$ cat config.mk
export PLATFORM = sky130hd
export DESIGN_NAME = emnab_ctrl
export DESIGN_NICKNAME = d
export VERILOG_FILES = /design/src/core/emnab_pkg.sv /design/src/core/emnab_ctrl.sv
export VERILOG_INCLUDE_DIRS = /design/src /design/src/core
export SDC_FILE = /design/constraint.sdc
export NUM_CORES = 1
export LEC_CHECK = 0
export BUFFER_PORTS_ARGS = -buffer_cell sky130_fd_sc_hd__clkbuf_2
export CAP_MARGIN = 25
export CORE_ASPECT_RATIO = 0.8
export CORE_MARGIN = 2
export CORE_UTILIZATION = 35
export DETAILED_ROUTE_END_ITERATION = 12
export SLEW_MARGIN = 15
export SYNTH_ARGS = -nofsm -noshare
export SYNTH_HDL_FRONTEND = slang
export SYNTH_SLANG_ARGS = --single-unit
$ cat constraint.sdc
create_clock -name hclk -period 6.2 [get_ports hclk]
set_clock_uncertainty 0.2 [all_clocks]
set_input_delay 1.24 -clock hclk [delete_from_list [all_inputs] [get_ports hclk]]
set_output_delay 1.24 -clock hclk [all_outputs]
set_load 0.01 [all_outputs]
$ cat src/core/emnab_params.svh
// constants of the external non-multiplexed memory bus controller
`ifndef EMNAB_PARAMS_SVH
`define EMNAB_PARAMS_SVH

// ==========================================================================
// address decode
`define EMNAB_REG_SPACE_BIT  20
`define EMNAB_BANK_BIT_HI    17
`define EMNAB_BANK_BIT_LO    16
`define EMNAB_OFF_STATUS     8'h80
`define EMNAB_OFF_CTRL       5'h00
`define EMNAB_OFF_RDLY       5'h04
`define EMNAB_OFF_RWAIT      5'h08
`define EMNAB_OFF_WDLY       5'h0C
`define EMNAB_OFF_WWAIT      5'h10
`define EMNAB_OFF_BWAIT      5'h14

// ==========================================================================
// bank control fields
`define EMNAB_SYNC_WR_BIT    17
`define EMNAB_BURST_READ_LENGTH_HI       11
`define EMNAB_BURST_READ_LENGTH_LO       10
`define EMNAB_SYNC_RD_BIT    9
`define EMNAB_PAGE_EN_BIT    8
`define EMNAB_WIDTH_HI       5
`define EMNAB_WIDTH_LO       4
`define EMNAB_WP_BIT         3
`define EMNAB_CTRL_MASK      32'h00020F38

// ==========================================================================
// reset values
`define EMNAB_CTRL_RST       32'h00000000
`define EMNAB_RDLY_RST       5'h01
`define EMNAB_RWAIT_RST      5'h03
`define EMNAB_WDLY_RST       5'h01
`define EMNAB_WWAIT_RST      5'h03
`define EMNAB_BWAIT_RST      5'h00

// ==========================================================================
// timing: one bus clock period is two hclk cycles
`define EMNAB_GAP_HALVES     7'h02

`endif

$ cat src/core/emnab_pkg.sv
// types of the external non-multiplexed memory bus controller
`default_nettype none
package emnab_pkg;

    // ======================================================================
    // sequencer states, one-hot
    typedef enum logic [6:0] {
        EMNAB_IDLE = 7'h01,
        EMNAB_CAPT = 7'h02,
        EMNAB_RCYC = 7'h04,
        EMNAB_RGAP = 7'h08,
        EMNAB_PAGE = 7'h10,
        EMNAB_WCYC = 7'h20,
        EMNAB_DONE = 7'h40
    } emnab_state_t;

    // ======================================================================
    // one captured processor access
    typedef struct packed {
        logic        wr;
        logic [1:0]  bank;
        logic [15:0] addr;
        logic [2:0]  nb;
    } emnab_req_t;

    // per-bank strobe timing
    typedef struct packed {
        logic [4:0] rad;
        logic [4:0] rws;
        logic [4:0] wad;
        logic [4:0] wws;
        logic [4:0] bws;
    } emnab_timing_t;

endpackage : emnab_pkg

`default_nettype wire

$ cat src/core/emnab_ctrl.sv
// external 8-bit non-multiplexed asynchronous memory bus controller
//
// Overview of operation
// - read strobe falls read-assert delay after select
// - read strobe low wait minus delay plus one
// - write strobe on falling edges, ends before select
// - write strobe falls delay plus half period
// - write strobe low wait minus delay plus one
// - delay one gives 1.5 setup, 0.5 hold
// - halfword two bytes, word four bytes
// - select stays low across multi-byte writes
// - read bytes assembled before returning
// - page reads burst four, eight, sixteen bytes
// - page read: one normal read, then per-clock
// - strobe and select held through the page
// - burst wait states inserted between page bytes
// - every bank has its own control set
// - bit 17 synchronous write flag, stored only
// - bits 11:10 select burst read length
// - bit 9 synchronous read flag, stored only
// - bit 8 enables page mode reads
// - bits 5:4 bus width field, stored only, bus stays 8-bit
// - bit 3 write-protects the bank
// - all timing derived from internal bus clock
// - sixteen address lines, 64 KB per bank
`include "emnab_params.svh"
`timescale 1ns/1ps
`default_nettype none

module emnab_ctrl
    import emnab_pkg::*;
(
    input  wire logic        hclk,                // bus clock, 200 MHz
    input  wire logic        hresetn,             // async reset, active low
    input  wire logic        hsel,                // slave select
    input  wire logic [31:0] haddr,               // byte address
    input  wire logic [1:0]  htrans,              // transfer type
    input  wire logic        hwrite,              // write access
    input  wire logic [2:0]  hsize,               // access size
    input  wire logic [31:0] hwdata,              // write data
    input  wire logic        hready,              // bus ready
    output logic      [31:0] hrdata,              // read data
    output logic             hreadyout,           // slave ready
    output logic             hresp,               // always okay
    output logic             bus_clk,             // external bus clock
    output logic      [15:0] mem_addr,            // external address
    input  wire logic [7:0]  mem_data_i,          // data pins in
    output logic      [7:0]  mem_data_o,          // data pins out
    output logic             mem_data_oe,         // data pins driven
    output logic      [3:0]  bank_select_n,       // bank chip selects
    output logic             read_strobe_n,       // read strobe
    output logic             byte_write_strobe_n  // write strobe
);

    // ======================================================================
    // timing helpers, in half bus periods (hclk cycles)
    function automatic logic [6:0] f_ron(input logic [4:0] rad,
                                         input logic [4:0] rws);
        logic [4:0] d;
        d = (rad > rws) ? rws : rad;
        return {1'b0, d, 1'b0};
    endfunction : f_ron

    function automatic logic [6:0] f_rend(input logic [4:0] rws);
        return {1'b0, rws, 1'b0} + 7'h02;
    endfunction : f_rend

    function automatic logic [6:0] f_won(input logic [4:0] wad,
                                         input logic [4:0] wws);
        logic [4:0] d;
        d = (wad > wws) ? wws : wad;
        return {1'b0, d, 1'b1};
    endfunction : f_won

    function automatic logic [6:0] f_wend(input logic [4:0] wws);
        return {1'b0, wws, 1'b0} + 7'h04;
    endfunction : f_wend

    function automatic logic [4:0] f_plen(input logic [1:0] sel);
        case (sel)
            2'b01:   return 5'h08;
            2'b10:   return 5'h10;
            default: return 5'h04;
        endcase
    endfunction : f_plen

    // ======================================================================
    // state
    logic [31:0]   ctrl_r [4];
    emnab_timing_t tim_r  [4];
    emnab_state_t  state_r, state_nxt;
    emnab_req_t    req_r;
    logic [6:0]    hc_r, hc_nxt;
    logic [4:0]    idx_r, idx_nxt;
    logic          page_r;
    logic [15:0]   base_r;
    logic [31:0]   wbuf_r, rbuf_r, hrdata_r;
    logic          hsel_buf_r;
    logic          rph_r, rwr_r;
    logic [7:0]    raddr_r;
    logic          bclk_r;
    logic [7:0]    din_s1_r, din_s2_r;
    logic [15:0]   mem_addr_r;
    logic [7:0]    mem_data_r;
    logic          oe_r, rd_n_r, wr_n_r;
    logic [3:0]    cs_n_r;

    logic          accept, is_reg, sample, last, page_ok, wp_hit;
    logic [2:0]    size_nb;
    logic [4:0]    plen;
    logic [6:0]    ron, rend, won, wend, pl;
    logic [15:0]   addr_nxt, cur_addr, off;
    logic [31:0]   reg_rd;
    emnab_timing_t t;
    logic [31:0]   c;
    logic          samp_p1_r, samp_p2_r;
    logic [1:0]    lane_p1_r, lane_p2_r;

    // ======================================================================
    // decode of the current access
    assign accept  = hsel && hready && htrans[1];
    assign is_reg  = haddr[`EMNAB_REG_SPACE_BIT];
    assign size_nb = (hsize == 3'h0) ? 3'h1 : (hsize == 3'h1) ? 3'h2 : 3'h4;
    assign t       = tim_r[req_r.bank];
    assign c       = ctrl_r[req_r.bank];
    assign plen    = f_plen(c[`EMNAB_BURST_READ_LENGTH_HI:`EMNAB_BURST_READ_LENGTH_LO]);
    assign ron     = f_ron(t.rad, t.rws);
    assign rend    = f_rend(t.rws);
    assign won     = f_won(t.wad, t.wws);
    assign wend    = f_wend(t.wws);
    assign pl      = {1'b0, t.bws, 1'b0} + 7'h02;
    assign wp_hit  = req_r.wr && c[`EMNAB_WP_BIT];
    assign off     = req_r.addr & {11'h000, plen - 5'h01};
    assign page_ok = !req_r.wr && c[`EMNAB_PAGE_EN_BIT]
                     && (off + {13'h0000, req_r.nb} <= {11'h000, plen});
    assign cur_addr = (page_r ? base_r : req_r.addr) + {11'h000, idx_r};
    assign last    = page_r ? (idx_r + 5'h01 == plen)
                            : (idx_r + 5'h01 == {2'b00, req_r.nb});
    // only bytes inside the requested span land in the read buffer
    assign sample  = ((state_r == EMNAB_RCYC) && (hc_r == rend - 7'h01)
                      || (state_r == EMNAB_PAGE) && (hc_r == pl - 7'h01))
                     && ((cur_addr - req_r.addr) < {13'h0000, req_r.nb});

    // ======================================================================
    // sequencer next state
    always_comb begin
        state_nxt = state_r;
        hc_nxt    = hc_r + 7'h01;
        idx_nxt   = idx_r;
        case (state_r)
            EMNAB_IDLE, EMNAB_DONE: begin
                state_nxt = (accept && !is_reg) ? EMNAB_CAPT : EMNAB_IDLE;
            end
            EMNAB_CAPT: begin
                hc_nxt  = 7'h00;
                idx_nxt = 5'h00;
                if (wp_hit) begin
                    state_nxt = EMNAB_DONE;
                end else if (!bclk_r) begin
                    // start each byte cycle on a rising bus clock edge
                    state_nxt = req_r.wr ? EMNAB_WCYC : EMNAB_RCYC;
                end
            end
            EMNAB_RCYC: begin
                if (hc_r == rend - 7'h01) begin
                    hc_nxt  = 7'h00;
                    idx_nxt = idx_r + 5'h01;
                    if (page_r) begin
                        state_nxt = EMNAB_PAGE;
                    end else if (last) begin
                        state_nxt = EMNAB_DONE;
                    end else begin
                        state_nxt = EMNAB_RGAP;
                    end
                end
            end
            EMNAB_RGAP: begin
                if (hc_r == `EMNAB_GAP_HALVES - 7'h01) begin
                    hc_nxt    = 7'h00;
                    state_nxt = EMNAB_RCYC;
                end
            end
            EMNAB_PAGE: begin
                if (hc_r == pl - 7'h01) begin
                    hc_nxt  = 7'h00;
                    idx_nxt = idx_r + 5'h01;
                    if (last) begin
                        state_nxt = EMNAB_DONE;
                    end
                end
            end
            EMNAB_WCYC: begin
                if (hc_r == wend - 7'h01) begin
                    hc_nxt  = 7'h00;
                    idx_nxt = idx_r + 5'h01;
                    if (last) begin
                        state_nxt = EMNAB_DONE;
                    end
                end
            end
            default: begin
                state_nxt = EMNAB_IDLE;
            end
        endcase
    end

    assign addr_nxt = (page_r ? base_r : req_r.addr) + {11'h000, idx_nxt};

    // sequencer registers
    always_ff @(posedge hclk or negedge hresetn) begin
        if (!hresetn) begin
            state_r <= EMNAB_IDLE;
            hc_r    <= 7'h00;
            idx_r   <= 5'h00;
        end else begin
            state_r <= state_nxt;
            hc_r    <= hc_nxt;
            idx_r   <= idx_nxt;
        end
    end

    // free-running bus clock, half the hclk rate
    always_ff @(posedge hclk or negedge hresetn) begin
        if (!hresetn) begin
            bclk_r <= 1'b0;
        end else begin
            bclk_r <= !bclk_r;
        end
    end

    // data pins pass two flip-flops before use
    always_ff @(posedge hclk or negedge hresetn) begin
        if (!hresetn) begin
            din_s1_r <= 8'h00;
            din_s2_r <= 8'h00;
        end else begin
            din_s1_r <= mem_data_i;
            din_s2_r <= din_s1_r;
        end
    end

    // request capture and write data
    always_ff @(posedge hclk or negedge hresetn) begin
        if (!hresetn) begin
            req_r  <= '0;
            wbuf_r <= 32'h00000000;
            page_r <= 1'b0;
            base_r <= 16'h0000;
        end else begin
            if ((state_r == EMNAB_IDLE || state_r == EMNAB_DONE)
                && accept && !is_reg) begin
                req_r.wr   <= hwrite;
                req_r.bank <= haddr[`EMNAB_BANK_BIT_HI:`EMNAB_BANK_BIT_LO];
                req_r.addr <= haddr[15:0];
                req_r.nb   <= size_nb;
            end
            if (state_r == EMNAB_CAPT) begin
                wbuf_r <= hwdata;
                page_r <= page_ok;
                base_r <= req_r.addr - off;
            end
        end
    end

    // pins reach din_s2_r two cycles late, so strobe and lane follow them
    always_ff @(posedge hclk or negedge hresetn) begin
        if (!hresetn) begin
            samp_p1_r <= 1'b0;
            samp_p2_r <= 1'b0;
            lane_p1_r <= 2'b00;
            lane_p2_r <= 2'b00;
        end else begin
            samp_p1_r <= sample;
            samp_p2_r <= samp_p1_r;
            lane_p1_r <= cur_addr[1:0];
            lane_p2_r <= lane_p1_r;
        end
    end

    // read buffer collects bytes on their lanes
    always_ff @(posedge hclk or negedge hresetn) begin
        if (!hresetn) begin
            rbuf_r <= 32'h00000000;
        end else if (state_r == EMNAB_CAPT) begin
            rbuf_r <= 32'h00000000;
        end else if (samp_p2_r) begin
            rbuf_r[lane_p2_r*8 +: 8] <= din_s2_r;
        end
    end

    // ======================================================================
    // external pins, registered from next state
    always_ff @(posedge hclk or negedge hresetn) begin
        if (!hresetn) begin
            cs_n_r     <= 4'hF;
            rd_n_r     <= 1'b1;
            wr_n_r     <= 1'b1;
            oe_r       <= 1'b0;
            mem_addr_r <= 16'h0000;
            mem_data_r <= 8'h00;
        end else begin
            // select held across all bytes of a write or page
            cs_n_r <= (state_nxt == EMNAB_RCYC || state_nxt == EMNAB_PAGE
                       || state_nxt == EMNAB_WCYC)
                      ? ~(4'h1 << req_r.bank) : 4'hF;
            rd_n_r <= !((state_nxt == EMNAB_RCYC && hc_nxt >= ron)
                        || state_nxt == EMNAB_PAGE);
            // odd half counts fall on falling bus clock edges
            wr_n_r <= !(state_nxt == EMNAB_WCYC && hc_nxt >= won
                        && hc_nxt < wend - 7'h01);
            oe_r   <= (state_nxt == EMNAB_WCYC);
            if (state_nxt == EMNAB_RCYC || state_nxt == EMNAB_PAGE
                || state_nxt == EMNAB_WCYC) begin
                mem_addr_r <= addr_nxt;
                mem_data_r <= wbuf_r[addr_nxt[1:0]*8 +: 8];
            end
        end
    end

    assign bank_select_n       = cs_n_r;
    assign read_strobe_n       = rd_n_r;
    assign byte_write_strobe_n = wr_n_r;
    assign mem_data_oe         = oe_r;
    assign mem_addr            = mem_addr_r;
    assign mem_data_o          = mem_data_r;
    assign bus_clk             = bclk_r;

    // ======================================================================
    // register read mux
    always_comb begin
        reg_rd = 32'h00000000;
        if (haddr[7:0] == `EMNAB_OFF_STATUS) begin
            reg_rd = {24'h000000, state_r, state_r != EMNAB_IDLE};
        end else if (!haddr[7]) begin
            case (haddr[4:0])
                `EMNAB_OFF_CTRL:  reg_rd = ctrl_r[haddr[6:5]];
                `EMNAB_OFF_RDLY:  reg_rd = {27'h0, tim_r[haddr[6:5]].rad};
                `EMNAB_OFF_RWAIT: reg_rd = {27'h0, tim_r[haddr[6:5]].rws};
                `EMNAB_OFF_WDLY:  reg_rd = {27'h0, tim_r[haddr[6:5]].wad};
                `EMNAB_OFF_WWAIT: reg_rd = {27'h0, tim_r[haddr[6:5]].wws};
                `EMNAB_OFF_BWAIT: reg_rd = {27'h0, tim_r[haddr[6:5]].bws};
                default:          reg_rd = 32'h00000000;
            endcase
        end
    end

    // register access phase tracking and read data
    always_ff @(posedge hclk or negedge hresetn) begin
        if (!hresetn) begin
            rph_r      <= 1'b0;
            rwr_r      <= 1'b0;
            raddr_r    <= 8'h00;
            hrdata_r   <= 32'h00000000;
            hsel_buf_r <= 1'b0;
        end else begin
            rph_r <= accept && is_reg;
            if (accept && is_reg) begin
                rwr_r      <= hwrite;
                raddr_r    <= haddr[7:0];
                hrdata_r   <= reg_rd;
                hsel_buf_r <= 1'b0;
            end else if (state_nxt == EMNAB_DONE && !req_r.wr) begin
                hsel_buf_r <= 1'b1;
            end
        end
    end

    // per-bank control and timing registers
    always_ff @(posedge hclk or negedge hresetn) begin
        if (!hresetn) begin
            for (int b = 0; b < 4; b++) begin
                ctrl_r[b]    <= `EMNAB_CTRL_RST;
                tim_r[b].rad <= `EMNAB_RDLY_RST;
                tim_r[b].rws <= `EMNAB_RWAIT_RST;
                tim_r[b].wad <= `EMNAB_WDLY_RST;
                tim_r[b].wws <= `EMNAB_WWAIT_RST;
                tim_r[b].bws <= `EMNAB_BWAIT_RST;
            end
        end else if (rph_r && rwr_r && !raddr_r[7]) begin
            case (raddr_r[4:0])
                // sync and width bits are stored for software only
                `EMNAB_OFF_CTRL:  ctrl_r[raddr_r[6:5]] <=
                                  hwdata & `EMNAB_CTRL_MASK;
                `EMNAB_OFF_RDLY:  tim_r[raddr_r[6:5]].rad <= hwdata[4:0];
                `EMNAB_OFF_RWAIT: tim_r[raddr_r[6:5]].rws <= hwdata[4:0];
                `EMNAB_OFF_WDLY:  tim_r[raddr_r[6:5]].wad <= hwdata[4:0];
                `EMNAB_OFF_WWAIT: tim_r[raddr_r[6:5]].wws <= hwdata[4:0];
                `EMNAB_OFF_BWAIT: tim_r[raddr_r[6:5]].bws <= hwdata[4:0];
                default: ;
            endcase
        end
    end

    assign hrdata    = hsel_buf_r ? rbuf_r : hrdata_r;
    // ready waits until the last synchronised byte has landed
    assign hreadyout = ((state_r == EMNAB_IDLE) || (state_r == EMNAB_DONE))
                       && !samp_p1_r && !samp_p2_r;
    assign hresp     = 1'b0;

    // ======================================================================
    // checks
    logic [6:0] rlow_cnt_r, wlow_cnt_r;

    always_ff @(posedge hclk or negedge hresetn) begin
        if (!hresetn) begin
            rlow_cnt_r <= 7'h00;
            wlow_cnt_r <= 7'h00;
        end else begin
            rlow_cnt_r <= rd_n_r ? 7'h00 : rlow_cnt_r + 7'h01;
            wlow_cnt_r <= wr_n_r ? 7'h00 : wlow_cnt_r + 7'h01;
        end
    end

    a_rd_delay_low: assert property (@(posedge hclk) disable iff (!hresetn)
        (state_r == EMNAB_RCYC) |-> (read_strobe_n == (hc_r < ron)))
        else $error("read strobe not low at programmed delay");

    a_rd_width: assert property (@(posedge hclk) disable iff (!hresetn)
        ($rose(read_strobe_n) && !page_r) |-> (rlow_cnt_r == rend - ron))
        else $error("read strobe width wrong");

    a_wr_fall_edge: assert property (@(posedge hclk) disable iff (!hresetn)
        $changed(byte_write_strobe_n) |-> !bus_clk)
        else $error("write strobe moved off falling bus clock edge");

    a_wr_assert_pos: assert property (@(posedge hclk) disable iff (!hresetn)
        $fell(byte_write_strobe_n) |-> (hc_r == won))
        else $error("write strobe fell at wrong position");

    a_wr_width: assert property (@(posedge hclk) disable iff (!hresetn)
        $rose(byte_write_strobe_n) |-> (wlow_cnt_r == wend - 7'h01 - won))
        else $error("write strobe width wrong");

    a_wr_cs_hold: assert property (@(posedge hclk) disable iff (!hresetn)
        ($rose(byte_write_strobe_n) && last) |=> (bank_select_n == 4'hF))
        else $error("select not released half period after write");

    a_cs_keep_wr: assert property (@(posedge hclk) disable iff (!hresetn)
        (state_r == EMNAB_WCYC && $past(state_r) == EMNAB_WCYC)
        |-> (bank_select_n != 4'hF))
        else $error("select released inside a multi-byte write");

    a_page_hold: assert property (@(posedge hclk) disable iff (!hresetn)
        (state_r == EMNAB_PAGE) |-> (!read_strobe_n
                                     && bank_select_n != 4'hF))
        else $error("strobe or select dropped during page read");

    a_wp_quiet: assert property (@(posedge hclk) disable iff (!hresetn)
        (state_r == EMNAB_CAPT && wp_hit) |=> ##[0:1]
        (state_r == EMNAB_DONE && byte_write_strobe_n
         && bank_select_n == 4'hF))
        else $error("protected write reached the bus");

    a_byte_split: assert property (@(posedge hclk) disable iff (!hresetn)
        (state_r == EMNAB_WCYC && state_nxt == EMNAB_DONE)
        |-> (idx_r + 5'h01 == {2'b00, req_r.nb}))
        else $error("wrong number of byte cycles");

    c_word_write: cover property (@(posedge hclk) disable iff (!hresetn)
        state_r == EMNAB_WCYC && req_r.nb == 3'h4 && state_nxt == EMNAB_DONE);
    c_half_read: cover property (@(posedge hclk) disable iff (!hresetn)
        state_r == EMNAB_RGAP && req_r.nb == 3'h2);
    c_page_read: cover property (@(posedge hclk) disable iff (!hresetn)
        state_r == EMNAB_PAGE && state_nxt == EMNAB_DONE);
    c_wp_write: cover property (@(posedge hclk) disable iff (!hresetn)
        state_r == EMNAB_CAPT && wp_hit);

endmodule : emnab_ctrl

`default_nettype wire

==> impl_metrics.ini, run 1 <==
[worst_hold_path]
whs_endpoint = lane_p2_r[1]
holdCritStartpoint = lane_p1_r[1]
hold_depth = 0
hold_path_class = register to register

[yosys]
netlist.area_leader.share_pct = 41.62
synth_edf_count = 0
synthTopCellsByCount = 299 x dfrtp_1, 230 x nand2_1, 164 x mux2_2
syn_avg_cell_area_um2 = 11.20
synth.net_count = 1762
ys.warnings.count = 0
synth_ff_type = dfrtp_1
synth_area_leaders = dfrtp_1 42%, mux2_2 10%, mux4_2 7.3%
syn-cell-area_um2 = 17980
syn_inst = 1605
synth-seq-cells = 330
synth_seq_area_share_pct = 46.15
yosysTopAreaCell = dfrtp_1
synthDistinctLibCells = 70
async_flop_share_pct = 100.0
yosysMostFrequentCell = dfrtp_1

[clock_tree]
cts.root.buffer_cell = clkbuf_16
cts_inserted_buffers = 37
cts_max_path_buffers = 3
cts_tree = done
clkTransAtPathRegs_ns = 0.06
cts.sinks = 330
cts-resized-gates = 0
htree_levels = 2
post_cts_buffers = 0
postCtsHoldBufs = 0
clock_latency_ns = 0.57

[timing]
final_max_slew_viol_count = 0
layout_setup_ws_ns = 0.6586
worst_pin_slew_ns = 0.9482
timing.hold.ws_ns = 0.1337
finalHoldViolCount = 0
timing.setup.tns_ns = 0
fin_crit_ns = 5.541
fmax_mhz = 180.5
period_share_pct = 89.38
rsz0062_at_grt = false
maxSlewHeadroom_pct = 36.78
setup_viol = 0

[floorplanning]
io_pins = 148
start_util_pct = 35.30
core_area_um2 = 50920
die_h_um = 206.7
dieArea_um2 = 53210
row_count = 74
fp.dieW_um = 257.4

[route]
via_per_inst = 5.330
drt-initial-drc-count = 1313
vias = 13010
wirelength_um = 48670
postRouteAntennaNets = 0
wl_per_cell_um = 19.94
dr.pass1.iters = 5
drc_errors = 0

[critical_path]
cp_data_arrival_time_ns = 5.79
critPathTopFamily = compound AO/OA/AOI/OAI gates
critPathBufInv = 3
cp_slowest_cell = dfrtp_1
r2r_start = req_r[20]
r2r_end = mem_addr[12]
critical_path_required_ns = 6.45
worst_setup_path_end_kind = register
path_cells = buf_4, mux2i_1, mux2i_1, nand4_1, a32oi_1, o2111ai_2, o21ai_1, buf_4, mux2_2, ha_1, inv_1, fa_1, nor2b_1, o21ai_0, a21boi_0, o21bai_1, nor2_1, nand2_1, xor2_1, mux2_4
ff2ff_path_depth = 20
critical_path.max_stage_delay_ns = 0.78
cp-start-kind = register
worstSetupPathType = register to register
reg2reg_slack_ns = 0.66
crit_fanout = 17

[power]
power_density_nw_per_um2 = 314.2
peakVddDrop_uv = 166.4
leakagePower_nw = 9.202
power.total_mw = 6.500

[placed_design]
place.port_buffers = 132
dp_hpwl_um = 35020
routabilityCongestion = 0.8638
dp_slack_ns = 0.7001

[global_routing]
grt_overflow_total = 0
antenna_found_initial = 4
grt_use_total_pct = 18.43
grt_pass1_wl_um = 76630
grt_pass1_vias = 13040
grt_max_degree = 151

[final_layout]
area_growth_pct = 15.09
drive_above_1_share_pct = 28.38
seq_area_um2 = 8298
fillers = 4872
postLayoutCoreUtil_pct = 40.63
fin_nets = 1883
multiInputGateArea_um2 = 9120

[flow_run]
cap_viol_max_count = 0

[run_status]
status = finished clean
[cell type report]
type	instances	area share, %
clock buffers	56	5.158
diodes	2	0.02419
flip-flops and latches	330	40.10
clock inverters	12	1.034
well taps	684	4.136
inverters	66	1.197
multi-input cells	1133	44.08
repair buffers	158	4.269
[logic make-up (layout without fill, tap and decap cells)]
| family | count (synthesis) | after routing | share of synthesized area [%] |
|---|---|---|---|
| and+or+nand+nor | 492 | 492 | 12.63 |
| DFF | 330 | 330 | 46.15 |
| muxes | 262 | 262 | 20.21 |
| AOI/OAI and AO/OA | 230 | 230 | 8.720 |
| buffers and inverters | 142 | 292 | 3.174 |
| adders and majority gates | 75 | 75 | 5.387 |
| xor gates and xnor gates | 73 | 73 | 3.709 |
| other | 1 | 3 | 0.02086 |
[stage by stage]
stage / area [um2] / std cells
after global routing: 20690 / 2440
after floorplan: 17980 / 1605
final: 20690 / 2441
after CTS: 20670 / 2437
after detailed placement: 19380 / 2369
after global placement: 19380 / 2369
[flip-flops by register name, summed over array words and instances, names as in the netlist, 2 cells and up]
register / flops
mem_data_o: 8
hrdata_r: 13
idx_r: 5
din_s1_r: 8
lane_p1_r: 2
hc_r: 7
raddr_r: 8
wbuf_r: 32
base_r: 14
bank_select_n: 4
state_r: 7
lane_p2_r: 2
mem_addr: 16
tim_r: 100
req_r: 22
ctrl_r: 32
din_s2_r: 8
rbuf_r: 32
[cell usage in the layout (no fill, tap or decap), types with 28 or more instances in the layout]
master | netlist | layout
dfrtp_1 | 299 | 298
nand2_1 | 230 | 229
mux2_2 | 164 | 164
clkbuf_2 | 0 | 131
nor2_1 | 99 | 99
ha_1 | 71 | 71
inv_1 | 66 | 66
o21ai_0 | 61 | 61
mux4_2 | 58 | 58
a22oi_1 | 45 | 45
xnor2_1 | 44 | 44
clkbuf_16 | 0 | 37
a21oi_1 | 33 | 33
dfstp_2 | 31 | 31
nand3_1 | 28 | 28
[how the worst max path moves through the flow]
stage               from           end  slack [ns]  cells after the start
4_1_cts        req_r[20]  mem_addr[12]        0.67                     20
5_1_grt        req_r[20]  mem_addr[12]        0.23                     20
3_3_place_gp   req_r[20]  mem_addr[12]        0.77                     20
2_1_floorplan     page_r     samp_p1_r        1.46                     21
3_5_place_dp   req_r[20]  mem_addr[12]        0.70                     20
6_report       req_r[20]  mem_addr[12]        0.66                     20
[layer usage]
metal / GRT usage (%) / vias up / wire (um)
li1: - / 5980 / -
met1: 27.22 / 6595 / 23200
met2: 27.27 / 376 / 21280
met3: 4.249 / 55 / 3411
met4: 4.583 / 4 / 758
met5: 0 / - / 30
[report_power, final]
part	leakage (nW)	switching, mW	internal (mW)
clock network	0.621	0.932	1.37
registers	4.06	0.197	2.33
logic	4.52	0.917	0.753
No activity file was read; power rests on OpenSTA's default activity.
==> run 2: changes to the inputs <==
--- a/config.mk
+++ b/config.mk
@@ -6,6 +6,7 @@
 export SDC_FILE = /design/constraint.sdc
 export NUM_CORES = 1
 export LEC_CHECK = 0
+export ABC_AREA = 1
 export BUFFER_PORTS_ARGS = -buffer_cell sky130_fd_sc_hd__clkbuf_2
 export CAP_MARGIN = 25
 export CORE_ASPECT_RATIO = 0.8
==> run 2 against run 1 <==
  * Sequential share of layout area shrank 1.8 points
  * Core utilization shrank 0.28 points
  * Combinational power grew to 2.6 times the previous value
  * Clock-buffer cell count unchanged
  * Hold slack better by 0.013 ns
  * Critical endpoint is now mem_addr[15]
  * Largest cell class unchanged
==> impl_metrics.ini, run 2 <==
[yosys]
synth_seq_area_share_pct = 43.79
ys.warnings.count = 0
synth_edf_count = 0
syn_inst = 2456
synth_area_leaders = dfrtp_1 39%, nand2_1 13%, o21ai_0 6.5%
synthTopCellsByCount = 632 x nand2_1, 299 x dfrtp_1, 288 x inv_1
synth_ff_type = dfrtp_1
syn_avg_cell_area_um2 = 7.714
yosysTopAreaCell = dfrtp_1
syn-cell-area_um2 = 18950
synth.net_count = 2613
netlist.area_leader.share_pct = 39.49
async_flop_share_pct = 100.0
yosysMostFrequentCell = nand2_1
synth-seq-cells = 330
synthDistinctLibCells = 62

[timing]
fin_crit_ns = 5.484
finalHoldViolCount = 0
final_max_slew_viol_count = 0
fmax_mhz = 182.4
rsz0062_at_grt = false
worst_pin_slew_ns = 1.041
maxSlewHeadroom_pct = 30.33
setup_viol = 0
timing.setup.tns_ns = 0
period_share_pct = 88.45

[route]
wl_met2_um = 24730
via_per_inst = 5.263
met3_length_um = 5570
top_layer = met4
vias = 17370
wl_per_cell_um = 18.59
drc_errors = 0
postRouteAntennaNets = 0
drt-initial-drc-count = 2110
dr.pass1.iters = 6
wirelength_um = 61370
wl_met1_um = 29730

[power]
p_clk_share_pct = 24.7
switching_share_pct = 43.00
p_int_mw = 5.485
comb_power_share_pct = 45.6
peakVddDrop_uv = 209.3
power_density_nw_per_um2 = 444.7
power.share.sequential_pct = 29.7
switchingPower_mw = 4.139
leakagePower_nw = 10.71

[clock_tree]
clock_latency_ns = 0.57
cts_tree = done
cts-resized-gates = 0
htree_levels = 2
post_cts_buffers = 0
cts.root.buffer_cell = clkbuf_16
postCtsHoldBufs = 0
cts_max_path_buffers = 3
clkTransAtPathRegs_ns = 0.06
cts.sinks = 330
cts_inserted_buffers = 38

[worst_hold_path]
hold_depth = 0
hold_path_class = register to register
holdCritStartpoint = din_s1_r[2]
whs_endpoint = din_s2_r[2]

[placed_design]
dp_hpwl_um = 45510
routabilityCongestion = 0.9260
place.port_buffers = 132

[final_layout]
layout_commonest_cell = nand2_1
fin_nets = 2724
layout_common_cells = 632 x nand2_1, 299 x dfrtp_1, 287 x inv_1
top_register = tim_r
postLayoutCoreUtil_pct = 40.35
fillers = 5441
drive_above_1_share_pct = 13.09
largest_register_ffs = 100
area_growth_pct = 14.23

[critical_path]
reg2reg_slack_ns = 0.72
critPathBufInv = 3
ff2ff_path_depth = 27
r2r_end = mem_addr[15]
crit_top_cell = nor2_1
worst_setup_path_end_kind = register
worstSetupPathType = register to register
r2r_start = req_r[19]
cp-start-kind = register
critical_path_required_ns = 6.47
cp_data_arrival_time_ns = 5.75
crit_start = req_r[19]
critical_path.max_stage_delay_ns = 0.66
critPathTopFamily = compound AO/OA/AOI/OAI gates
cp_slowest_cell = dfrtp_1
crit_fanout = 10

[floorplanning]
core_area_um2 = 53630
die_h_um = 212.1
row_count = 76
start_util_pct = 35.33
io_pins = 148
dieArea_um2 = 56020
fp.dieW_um = 264.1

[global_routing]
grt_pass1_wl_um = 94920
grt_pass1_vias = 16200
grt_use_total_pct = 21.80
antenna_found_initial = 5
grt_max_degree = 122
grt_overflow_total = 0

[flow_run]
cap_viol_max_count = 0

[run_status]
status = finished clean
## run 2: kinds of logic after synthesis
group,share of synthesized area [%]
adder cells (fa/ha/maj),5.112
AO/OA/AOI/OAI,17.77
XOR/XNOR,2.173
flip-flops,43.79
other,0.01979
buffers and inverters,8.500
AND/OR/NAND/NOR,22.63
## run 2: worst max-delay path by stage
stage	to	slack, ns	cells after the start
floorplan	mem_addr[14]	1.93	28
global placement	mem_addr[14]	0.84	29
detailed placement	mem_addr[15]	0.80	27
CTS	mem_addr[15]	0.80	27
global route	mem_addr[14]	0.25	29
finish	mem_addr[15]	0.72	27
## run 2: area by class of cell
cell class	count	area, um2	share of cell area [%]
antenna	2	5.005	0.02313
clock buffer	56	1110	5.128
clock inverter	14	193.9	0.8962
inverter	305	1152	5.325
multi-input combinational	1728	9041	41.78
sequential	330	8297	38.34
tap	702	878.3	4.059
timing repair buffer	164	963.4	4.452
## run 2: metal layers
layer / vias up / global-route usage [%]
li1: 8294 / -
met1: 8317 / 33.45
met2: 672 / 30.25
met3: 89 / 5.200
met4: 0 / 5.603
met5: - / 0
## run 2: power groups by stage
stage / Clock, mW / Combinational (mW) / Sequential [mW]
after floorplan: 0 / 3.14 / 2.78
after global placement: 0 / 4.18 / 2.89
after detailed placement: 0 / 4.32 / 2.89
after CTS: 2.42 / 4.35 / 2.86
after global routing: 2.51 / 5.01 / 2.91
final: 2.38 / 4.38 / 2.86
## run 2: per-stage QoR
| stage | cell area, um2 | hold WS, ns | instances | worst slack (ns) | power (mW) |
|---|---|---|---|---|---|
| after global placement | 20280 | 0.1339 | 3226 | 0.8436 | 7.066 |
| after CTS | 21610 | 0.1490 | 3297 | 0.7958 | 9.633 |
| after floorplan | 18950 | 0.1312 | 2456 | 1.933 | 5.920 |
| final | 21640 | 0.1470 | 3301 | 0.7164 | 9.624 |
| after global routing | 21640 | 0.1493 | 3300 | 0.2476 | 10.43 |
| after detailed placement | 20310 | 0.1347 | 3227 | 0.8032 | 7.211 |
==> run 3: changes to the inputs <==
--- a/config.mk
+++ b/config.mk
@@ -11,8 +11,9 @@
 export CAP_MARGIN = 25
 export CORE_ASPECT_RATIO = 0.8
 export CORE_MARGIN = 2
-export CORE_UTILIZATION = 35
+export CORE_UTILIZATION = 45
 export DETAILED_ROUTE_END_ITERATION = 12
+export PLACE_DENSITY = 0.6
 export SLEW_MARGIN = 15
 export SYNTH_ARGS = -nofsm -noshare
 export SYNTH_HDL_FRONTEND = slang
==> run 3 against run 2 <==
  * Global-route usage grew 5.7 points
  * Sequential cell count stayed put
  * Routed wire length fell by 2.8%
  * Combinational power is 2% lower
  * Setup slack worse by 0.038 ns
  * Non-clock buffer count shrank 4
  * Hold slack worse by 0.0028 ns
  * Sequential share of layout area rose by 0.69 points
  * Die area is 22% lower
  * Via count decreased by 0.58%
  * Critical path depth increased by 1
  * Critical endpoint is now mem_addr[14]
  * Largest cell class unchanged
  * Largest power group unchanged
  * Highest routed layer unchanged
==> impl_metrics.ini, run 3 (same netlist as run 2, synthesis figures left out) <==
[timing]
timing.setup.tns_ns = 0
layout_setup_ws_ns = 0.6782
finalHoldViolCount = 0
final_max_slew_viol_count = 0
worst_pin_slew_ns = 1.016
rsz0062_at_grt = false
maxSlewHeadroom_pct = 32.00
setup_viol = 0
fin_crit_ns = 5.522
period_share_pct = 89.06
fmax_mhz = 181.1

[route]
wl_per_cell_um = 18.99
drc_errors = 0
wirelength_um = 59650
vias = 17270
drt-initial-drc-count = 1953
postRouteAntennaNets = 0
via_per_inst = 5.497
dr.pass1.iters = 6

[flow_run]
cap_viol_max_count = 0

[global_routing]
grt_pass1_wl_um = 93710
grt_overflow_total = 0
antenna_found_initial = 0
grt_use_total_pct = 27.53
grt_pass1_vias = 16370
grt_max_degree = 129

[final_layout]
fin_nets = 2719
top_register = tim_r
drive_above_1_share_pct = 12.78
layout_common_cells = 632 x nand2_1, 299 x dfrtp_1, 287 x inv_1
area_growth_pct = 12.22
instances_no_fill = 3142
n_antenna_cell = 0
layout_commonest_cell = nand2_1
fillers = 4132
largest_register_ffs = 100

[clock_tree]
cts.sinks = 330
cts.root.buffer_cell = clkbuf_16
cts_tree = done
clock_latency_ns = 0.56
post_cts_buffers = 0
cts_max_path_buffers = 3
cts_inserted_buffers = 37
clkTransAtPathRegs_ns = 0.06
cts-resized-gates = 0
htree_levels = 2
postCtsHoldBufs = 0

[critical_path]
critical_path.max_stage_delay_ns = 0.65
critical_path_required_ns = 6.41
cp_data_arrival_time_ns = 5.73
worst_setup_path_end_kind = register
cp-start-kind = register
crit_top_cell = nor2_1
worstSetupPathType = register to register
crit_fanout = 10
cp_slowest_cell = dfrtp_1

[floorplanning]
row_count = 67
die_h_um = 187.5
start_util_pct = 45.38
core_area_um2 = 41750
dieArea_um2 = 43770
io_pins = 148
fp.dieW_um = 233.4

[placed_design]
dp_slack_ns = 0.7066
place.port_buffers = 132
dp.cells = 3075
routabilityCongestion = 0.9464
dp_hpwl_um = 43360

[power]
power_density_nw_per_um2 = 439.6
leakagePower_nw = 10.62
peakVddDrop_uv = 218.4

[run_status]
status = finished clean

[worst_hold_path]
hold_path_class = register to register
-- run 3: power breakdown --
group | leakage, nW | internal [mW] | switching (mW)
combinational | 6.27 | 1.51 | 2.78
clock | 0.583 | 1.25 | 0.943
sequential | 3.76 | 2.53 | 0.325
-- run 3: cell type report --
| class | instances | area [um2] | area share (%) |
|---|---|---|---|
| clock buffer | 53 | 1036 | 4.873 |
| clock inverter | 14 | 148.9 | 0.7003 |
| sequential | 330 | 8297 | 39.02 |
| timing repair buffer | 160 | 894.6 | 4.208 |
| multi-input combinational | 1728 | 9041 | 42.53 |
| inverter | 305 | 1152 | 5.420 |
| tap | 552 | 690.7 | 3.249 |
-- run 3: final timing paths --
check	cells after the start	from	slack [ns]	end
worst max-delay path	28	req_r[19]	0.68	mem_addr[14]
worst min-delay path	0	lane_p1_r[0]	0.14	lane_p2_r[0]
worst max register to register	28	req_r[19]	0.68	mem_addr[14]
worst min register to register	0	lane_p1_r[0]	0.14	lane_p2_r[0]
max in group asynchronous	2	hresetn	3.98	mem_addr[12]
min in group asynchronous	1	hresetn	0.53	tim_r[7]
-- run 3: layer usage --
layer / up-vias / GRT usage (%) / share of wire (%) / wire [um]
met1: 8207 / 42.60 / 47 / 28030
li1: 8274 / - / - / -
met3: 77 / 6.904 / 10 / 5971
met5: - / 0 / 0 / 0
met4: 0 / 6.159 / 1.9 / 1150
met2: 713 / 38.40 / 41 / 24500
-- run 3: worst max-delay path, delay by kind of cell, from the launching register on --
family,cells,cell delay [ns]
AOI/OAI and AO/OA,6,1.22
adders and majority gates,3,0.99
buffers and inverters,3,0.29
and+or+nand+nor,15,1.87
xor gates and xnor gates,1,0.16
DFF,1,0.65
-- run 3: metrics by stage --
stage | total power [mW] | util, % | cell area, um2 | hold WS, ns
after global placement | 6.994 | 48.05 | 20060 | 0.1337
after floorplan | 5.920 | - | 18950 | 0.1312
after CTS | 9.348 | 50.93 | 21260 | 0.1436
final | 9.347 | 50.93 | 21260 | 0.1442
after detailed placement | 7.121 | 48.09 | 20080 | 0.1347
after global routing | 10.17 | 50.93 | 21260 | 0.1534
